===== config.mk =====
export PLATFORM = sky130hd
export DESIGN_NAME = srbl_loader
export DESIGN_NICKNAME = d
export VERILOG_FILES = /design/src/logic/srbl_pkg.sv /design/src/logic/srbl_loader.sv
export VERILOG_INCLUDE_DIRS = /design/src /design/src/logic
export SDC_FILE = /design/constraint.sdc
export NUM_CORES = 1
export LEC_CHECK = 0
export ABC_AREA = 1
export BUFFER_PORTS_ARGS = -buffer_cell sky130_fd_sc_hd__buf_2
export CAP_MARGIN = 20
export CORE_UTILIZATION = 62
export CTS_BUF_LIST = sky130_fd_sc_hd__clkbuf_8 sky130_fd_sc_hd__clkbuf_16
export DETAILED_ROUTE_END_ITERATION = 10
export GPL_TIMING_DRIVEN = 0
export PLACE_DENSITY_LB_ADDON = 0.05
export RECOVER_POWER = 50
export SETUP_SLACK_MARGIN = 0.2
export SLEW_MARGIN = 20
export SYNTH_ARGS = -nofsm -noshare
export SYNTH_HDL_FRONTEND = slang
export SYNTH_SLANG_ARGS = --single-unit

===== constraint.sdc =====
create_clock -name sys_clk_i -period 3.1 [get_ports sys_clk_i]
set_clock_uncertainty 0.1 [all_clocks]
set_input_delay 0.155 -clock sys_clk_i [delete_from_list [all_inputs] [get_ports sys_clk_i]]
set_output_delay 0.155 -clock sys_clk_i [all_outputs]
set_load 0.005 [all_outputs]

===== src/logic/srbl_params.svh =====
// srbl_params.svh: offsets, data width and timing counts of the serial RAM loader
// assumes: included by the loader module, by bare name
`ifndef SRBL_PARAMS_SVH
`define SRBL_PARAMS_SVH

// ----------------------------------------------------------------------------
// timing
// ----------------------------------------------------------------------------
`define SRBL_CLK_HZ 40000000
`define SRBL_BAUD 9600
// cycles per bit, rounded to nearest (4166.67 -> 4167)
`define SRBL_BIT_CYC ((`SRBL_CLK_HZ + `SRBL_BAUD / 2) / `SRBL_BAUD)

// ----------------------------------------------------------------------------
// memory layout
// ----------------------------------------------------------------------------
`define SRBL_LEN_ADDR 8'h50
`define SRBL_ENTRY_ADDR 8'h51
`define SRBL_DATA_BITS 4'h8

`endif


===== src/logic/srbl_pkg.sv =====
// srbl_pkg.sv: types of the serial RAM loader
// assumes: srbl_params.svh is on the include path
package srbl_pkg;
	typedef enum logic [1:0] {
		SRBL_IDLE,
		SRBL_START,
		SRBL_DATA,
		SRBL_STOP
	} srbl_rx_state_type;

	typedef enum logic [1:0] {
		SRBL_OFF,
		SRBL_WAIT_LEN,
		SRBL_LOAD,
		SRBL_DONE
	} srbl_load_state_type;

	// one RAM write
	typedef struct packed {
		logic we;
		logic [7:0] addr;
		logic [7:0] data;
	} srbl_ram_wr_type;
endpackage


===== src/logic/srbl_loader.sv =====
// srbl_loader.sv: serial bootstrap loader into on-chip RAM
// assumes: ram write port accepts one write per cycle; boot_sel_i is sampled at reset release;
// the cpu waits for run_o and then starts at run_addr_o
// inputs are taken as synchronous to sys_clk_i, so no synchroniser stands here
`timescale 1ns/1ps
`include "srbl_params.svh"

module srbl_loader #(
	parameter int BIT_CYC = `SRBL_BIT_CYC
) (
	// clock and reset
	input wire logic sys_clk_i,
	input wire logic arst_n_i,
	// strap and serial line
	input wire logic boot_sel_i,
	input wire logic async_serial_port_rx_i,
	// ram write port
	output srbl_pkg::srbl_ram_wr_type ram_wr_o,
	// handover to cpu
	output logic active_o,
	output logic run_o,
	output logic [7:0] run_addr_o,
	output logic frame_err_o
);
	import srbl_pkg::*;

	// ------------------------------------------------------------------------
	// strap capture
	// ------------------------------------------------------------------------
	// the strap is caught on the first clock after reset, never by the reset itself
	// a strap that moves later is ignored until the next reset
	logic strap_taken;
	always_ff @(posedge sys_clk_i or negedge arst_n_i) begin
		if (!arst_n_i) begin
			strap_taken <= 1'b0;
		end else begin
			strap_taken <= 1'b1;
		end
	end
	wire start_boot = !strap_taken && boot_sel_i;

	// ------------------------------------------------------------------------
	// receiver
	// ------------------------------------------------------------------------
	// counters load one less than the wait, since the tick is the zero state
	localparam int CW = $clog2(BIT_CYC + 1);
	localparam logic [CW-1:0] FULL = CW'(BIT_CYC - 1);
	localparam logic [CW-1:0] HALF = CW'(BIT_CYC / 2 - 1);

	srbl_rx_state_type rx_state, next_rx_state;
	logic [CW-1:0] baud_cnt, next_baud_cnt;
	logic [3:0] bit_cnt, next_bit_cnt;
	logic [7:0] shift, next_shift;
	logic rx_valid, next_rx_valid;
	logic rx_err, next_rx_err;
	logic rx_en;

	wire tick = baud_cnt == '0;
	always_comb begin
		next_rx_state = rx_state;
		next_baud_cnt = tick ? '0 : baud_cnt - CW'(1);
		next_bit_cnt = bit_cnt;
		next_shift = shift;
		next_rx_valid = 1'b0;
		next_rx_err = 1'b0;
		unique case (rx_state)
			SRBL_IDLE: begin
				// a start is only looked for while the loader still wants bytes
				if (rx_en && !async_serial_port_rx_i) begin
					next_rx_state = SRBL_START;
					next_baud_cnt = HALF;
				end
			end
			SRBL_START: begin
				if (tick) begin
					// a start bit that is gone at mid-bit was a glitch
					next_rx_state = async_serial_port_rx_i ? SRBL_IDLE : SRBL_DATA;
					next_baud_cnt = FULL;
					next_bit_cnt = '0;
				end
			end
			SRBL_DATA: begin
				if (tick) begin
					// lsb arrives first, so bits enter at the top and shift down
					next_shift = {async_serial_port_rx_i, shift[7:1]};
					next_bit_cnt = bit_cnt + 4'h1;
					next_baud_cnt = FULL;
					if (bit_cnt == `SRBL_DATA_BITS - 4'h1) begin
						next_rx_state = SRBL_STOP;
					end
				end
			end
			SRBL_STOP: begin
				// a low stop bit drops the byte and raises the error pulse
				if (tick) begin
					next_rx_state = SRBL_IDLE;
					next_rx_valid = async_serial_port_rx_i;
					next_rx_err = !async_serial_port_rx_i;
				end
			end
		endcase
	end

	always_ff @(posedge sys_clk_i or negedge arst_n_i) begin
		if (!arst_n_i) begin
			rx_state <= SRBL_IDLE;
			baud_cnt <= '0;
			bit_cnt <= 4'h0;
			shift <= 8'h00;
			rx_valid <= 1'b0;
			rx_err <= 1'b0;
		end else begin
			rx_state <= next_rx_state;
			baud_cnt <= next_baud_cnt;
			bit_cnt <= next_bit_cnt;
			shift <= next_shift;
			rx_valid <= next_rx_valid;
			rx_err <= next_rx_err;
		end
	end

	// ------------------------------------------------------------------------
	// load sequencer
	// ------------------------------------------------------------------------
	srbl_load_state_type ld_state, next_ld_state;
	logic [7:0] wr_addr, next_wr_addr;
	logic [7:0] count, next_count;
	srbl_ram_wr_type next_wr;

	assign rx_en = (ld_state == SRBL_WAIT_LEN) || (ld_state == SRBL_LOAD);

	// the stored length is rewritten after every data byte, so ram at 50h
	// always holds the live count just as the software loader would leave it
	wire [7:0] count_dec = count - 8'h01;
	// a data byte went out last cycle; the length write itself does not count
	wire data_wr_seen = ram_wr_o.we && (ram_wr_o.addr != `SRBL_LEN_ADDR);

	always_comb begin
		next_ld_state = ld_state;
		next_wr_addr = wr_addr;
		next_count = count;
		next_wr = '0;
		unique case (ld_state)
			SRBL_OFF: begin
				if (start_boot) begin
					next_ld_state = SRBL_WAIT_LEN;
				end
			end
			SRBL_WAIT_LEN: begin
				if (rx_valid) begin
					next_wr = '{we: 1'b1, addr: `SRBL_LEN_ADDR, data: shift};
					next_count = shift;
					next_wr_addr = `SRBL_LEN_ADDR + 8'h01;
					// a length of one means no program bytes: jump at once
					next_ld_state = (shift == 8'h01) ? SRBL_DONE : SRBL_LOAD;
				end
			end
			SRBL_LOAD: begin
				if (rx_valid) begin
					next_wr = '{we: 1'b1, addr: wr_addr, data: shift};
					next_wr_addr = wr_addr + 8'h01;
					next_count = count_dec;
				end else begin
					if (data_wr_seen) begin
						// the count follows one cycle behind its data byte, the last one included
						next_wr = '{we: 1'b1, addr: `SRBL_LEN_ADDR, data: count};
					end
					// the length counts itself, so one left means the image is complete;
					// a length of zero carries no image and jumps at once
					if (count_dec == 8'h00 || count == 8'h00) begin
						next_ld_state = SRBL_DONE;
					end
				end
			end
			SRBL_DONE: begin
				// reception stays shut until the next reset
			end
		endcase
	end

	always_ff @(posedge sys_clk_i or negedge arst_n_i) begin
		if (!arst_n_i) begin
			ld_state <= SRBL_OFF;
			wr_addr <= `SRBL_LEN_ADDR;
			count <= 8'h00;
			ram_wr_o <= '0;
		end else begin
			ld_state <= next_ld_state;
			wr_addr <= next_wr_addr;
			count <= next_count;
			ram_wr_o <= next_wr;
		end
	end

	// ------------------------------------------------------------------------
	// outputs
	// ------------------------------------------------------------------------
	always_ff @(posedge sys_clk_i or negedge arst_n_i) begin
		if (!arst_n_i) begin
			active_o <= 1'b0;
			run_o <= 1'b0;
			run_addr_o <= 8'h00;
			frame_err_o <= 1'b0;
		end else begin
			active_o <= rx_en;
			run_o <= ld_state == SRBL_DONE;
			// constant, but registered so that every port leaves a flip-flop
			run_addr_o <= `SRBL_ENTRY_ADDR;
			// one pulse for each byte dropped on a low stop bit
			frame_err_o <= rx_err;
		end
	end
endmodule


==> flow_summary.toml <==
[run_status]
status = "complete, but fails checks"
violations = "capacitance limit, slew limit"

[timing]
hold_viol = 0
max_clock_freq_ghz = 0.464
setup_viol = 0
worst_slack_ps = 946
period_needed_ps = 2150
final-max-slew-violation-count = 29
slew_headroom = -0.0232
rsz0062_at_grt = "no"
finalSetupTns_ps = 0
fin_crit_sh = 0.695
worst_pin_slew_ps = 1530

[clocking]
postCtsSetupRepairBufs = 0
cts_tree = "built"
cts.sinks = 68
clk_path_buf_depth = 2
htreeDepth = 3
cts-root-buf = "clkbuf_8"
cts_resized = 0
clkTransAtPathRegs_ps = 70
worstSkewPairLatency_ps = 340
cts_buffers = 9

[logic_synthesis]
seq_area_frac_synth = 0.483
synth.cell_area_um2 = 3530
avgSynthCellArea_um2 = 8.56
syn_inst = 412
synth_seq_cells = 68
synth.distinct_cells = 38
yosysWarnings = 0

[setup_path]
critPathKind = "register to register"
crit_fanout = 8
rr_worst_depth = 9
startpoint_type = "register"
worstPathRequired_ps = 3220
end_kind = "register"
worst-endpoint-arrival_ps = 2270

[power]
switchingPower_w = 0.000505
sw_frac_of_total = 0.262
comb_power_share = 0.138
power_leakage_nw = 2.05
p_int_w = 0.00142
vdd_ir_drop_max_v = 0.000382
power_frac_seq = 0.484
power_frac_clock = 0.378
p_per_area_nw_per_um2 = 481

[place]
place_ws_ps = 971
port_buffers = 26
placed_area_um2 = 3780
hpwl_um = 5080
placedCellCount = 515
place_congestion = 0.853

[finish]
fin_util = 0.726
area.sequential_um2 = 1700
num_antenna_cells = 0
multi_input_area_um2 = 1520
filler_cell_count = 432
drive_above_1_share = 0.176
nNetsFinal = 475
design_area_um2 = 4000
final_cells = 533
areaGrowthSynthToFinish_pct = 13.3

[die]
start_util = 0.641
dieHeight_um = 77.4
dieArea_um2 = 5990
dieWidth_um = 77.4
pin_count = 32
coreArea_um2 = 5510
num_rows = 27

[drt]
routed.top_layer = "met4"
wl_um = 7030
met3_length_um = 306
dr_total_vias = 2806
drt.antenna.violating_nets = 0
dr.pass1.iters = 5
viasPerCell = 5.26
routedWlPerCell_um = 13.2
dr_wl_met2_um = 3510
met1_length_um = 3090
dr.first_iter.drc_count = 199
drc = 0

[min_path]
min_path_cells = 0
hold_path.class = "register to register"

[grt]
globalRouteOverflowTotal = 0
grt_max_degree = 41
grt_pass1_vias = 2664
antenna_found_initial = 0
grt_util_all_layers = 0.264
grt_pass1_wl_um = 12200

[job]
cap_viol_max_count = 1
==> timing repair <==
item | CTS | global route
hold endpoints to repair | 69 | 0
endpoints found under the setup margin | 0 | 0
hold buffers | 2 | 0
==> through the flow <==
| stage | hold WS (ps) | total power [W] |
|---|---|---|
| 3_5_place_dp | -1.13 | 0.00121 |
| 6_report | 251 | 0.00192 |
| 3_3_place_gp | 234 | 0.00120 |
| 5_1_grt | 260 | 0.00201 |
| 2_1_floorplan | -241 | 0.00112 |
| 4_1_cts | 167 | 0.00195 |
==> placed cells by master (no fill, tap or decap), types with 2 or more instances in the layout <==
master / Yosys / layout
a21oi_1: 12 / 12
buf_12: 1 / 2
buf_2: 3 / 23
buf_4: 8 / 8
clkbuf_1: 2 / 7
clkbuf_8: 0 / 11
clkinv_2: 0 / 2
conb_1: 2 / 6
dfrtp_1: 66 / 66
dfstp_2: 2 / 2
dlygate4sd3_1: 0 / 2
ha_1: 15 / 15
inv_1: 48 / 49
inv_2: 6 / 6
nand2_1: 64 / 64
nand2_2: 2 / 2
nand3_1: 23 / 23
nand4_1: 5 / 5
nor2_1: 60 / 60
nor2_2: 5 / 5
nor3_1: 17 / 17
nor3_4: 2 / 2
o211ai_1: 3 / 3
o21ai_0: 30 / 30
o21ai_1: 3 / 3
o21ai_2: 8 / 8
xnor2_1: 5 / 5
xor2_1: 7 / 7
==> final cells by class <==
class,instances,share of cell area
Sequential cell,68,0.426
Tap cell,72,0.0225
Clock inverter,5,0.0128
Clock buffer,11,0.0379
Inverter,55,0.0529
Buffer,15,0.0269
Multi-Input combinational cell,278,0.380
Timing Repair Buffer,29,0.0407
==> routing by layer <==
metal	global-route usage	up-vias
met5	0	-
met4	0.104	0
met3	0.0612	17
met2	0.442	70
met1	0.333	1312
li1	-	1407
==> synthesized netlist by cell type, drive strengths merged <==
| master | number | area [µm²] |
|---|---|---|
| nor2 | 66 | 268 |
| a21oi | 13 | 68.8 |
| nand4 | 5 | 31.3 |
| nor3b | 1 | 7.51 |
| buf | 12 | 95.1 |
| inv | 55 | 211 |
| a41oi | 1 | 8.76 |
| ha | 15 | 188 |
| nand3 | 24 | 125 |
| nand2 | 68 | 284 |
| nor4 | 1 | 6.26 |
| a21boi | 1 | 7.51 |
| dfstp | 2 | 52.6 |
| conb | 2 | 7.51 |
| a31oi | 1 | 6.26 |
| o211ai | 3 | 22.5 |
| a2111oi | 1 | 15.0 |
| nor3 | 19 | 118 |
| clkbuf | 3 | 12.5 |
| o21ai | 41 | 235 |
| dfrtp | 66 | 1650 |
| xor2 | 7 | 61.3 |
| xnor2 | 5 | 43.8 |
==> final timing paths <==
check	start	endpoint	slack [ps]
worst max-delay path	ld_state[0]	baud_cnt[2]	950
worst min-delay path	rx_err	frame_err_o	250
worst max register to register	ld_state[0]	baud_cnt[2]	950
worst min register to register	rx_err	frame_err_o	250
max in group asynchronous	arst_n_i	baud_cnt[0]	1380
min in group asynchronous	arst_n_i	count[5]	620
==> cells by family after synthesis <==
logic type,Yosys count,share of synthesized area
AO/OA/AOI/OAI,61,0.103
buffers and inverters,70,0.0905
flip-flops,68,0.483
other,2,0.00213
adder cells (fa/ha/maj),15,0.0532
XOR/XNOR,12,0.0298
AND/OR/NAND/NOR,184,0.238
==> power by group through the flow <==
stage	registers, W	clock network [W]	logic, W
final	0.000932	0.000728	0.000265
after CTS	0.000931	0.000748	0.000273
after floorplan	0.000949	0	0.000170
after detailed placement	0.000948	0	0.000266
after global routing	0.000935	0.000781	0.000298
after global placement	0.000947	0	0.000256
==> sequential cells by signal, indices dropped and copies added (netlist names), named ones only <==
register	cells
ram_wr_o	17
baud_cnt	13
count	8
shift	8
wr_addr	8
bit_cnt	4
ld_state	2
active_o	1
frame_err_o	1
run_addr_o	1
run_o	1
rx_err	1
rx_state	1
rx_valid	1
==> worst max-delay path, cell delays in order, from the launching register on <==
cell,delay (ps)
dfrtp_1,390
inv_1,80
ha_1,420
inv_1,110
o21ai_0,270
nand2_1,90
nand2_1,260
o21ai_1,160
inv_1,120
a21oi_1,50
Power figures use the tool's default switching activity.
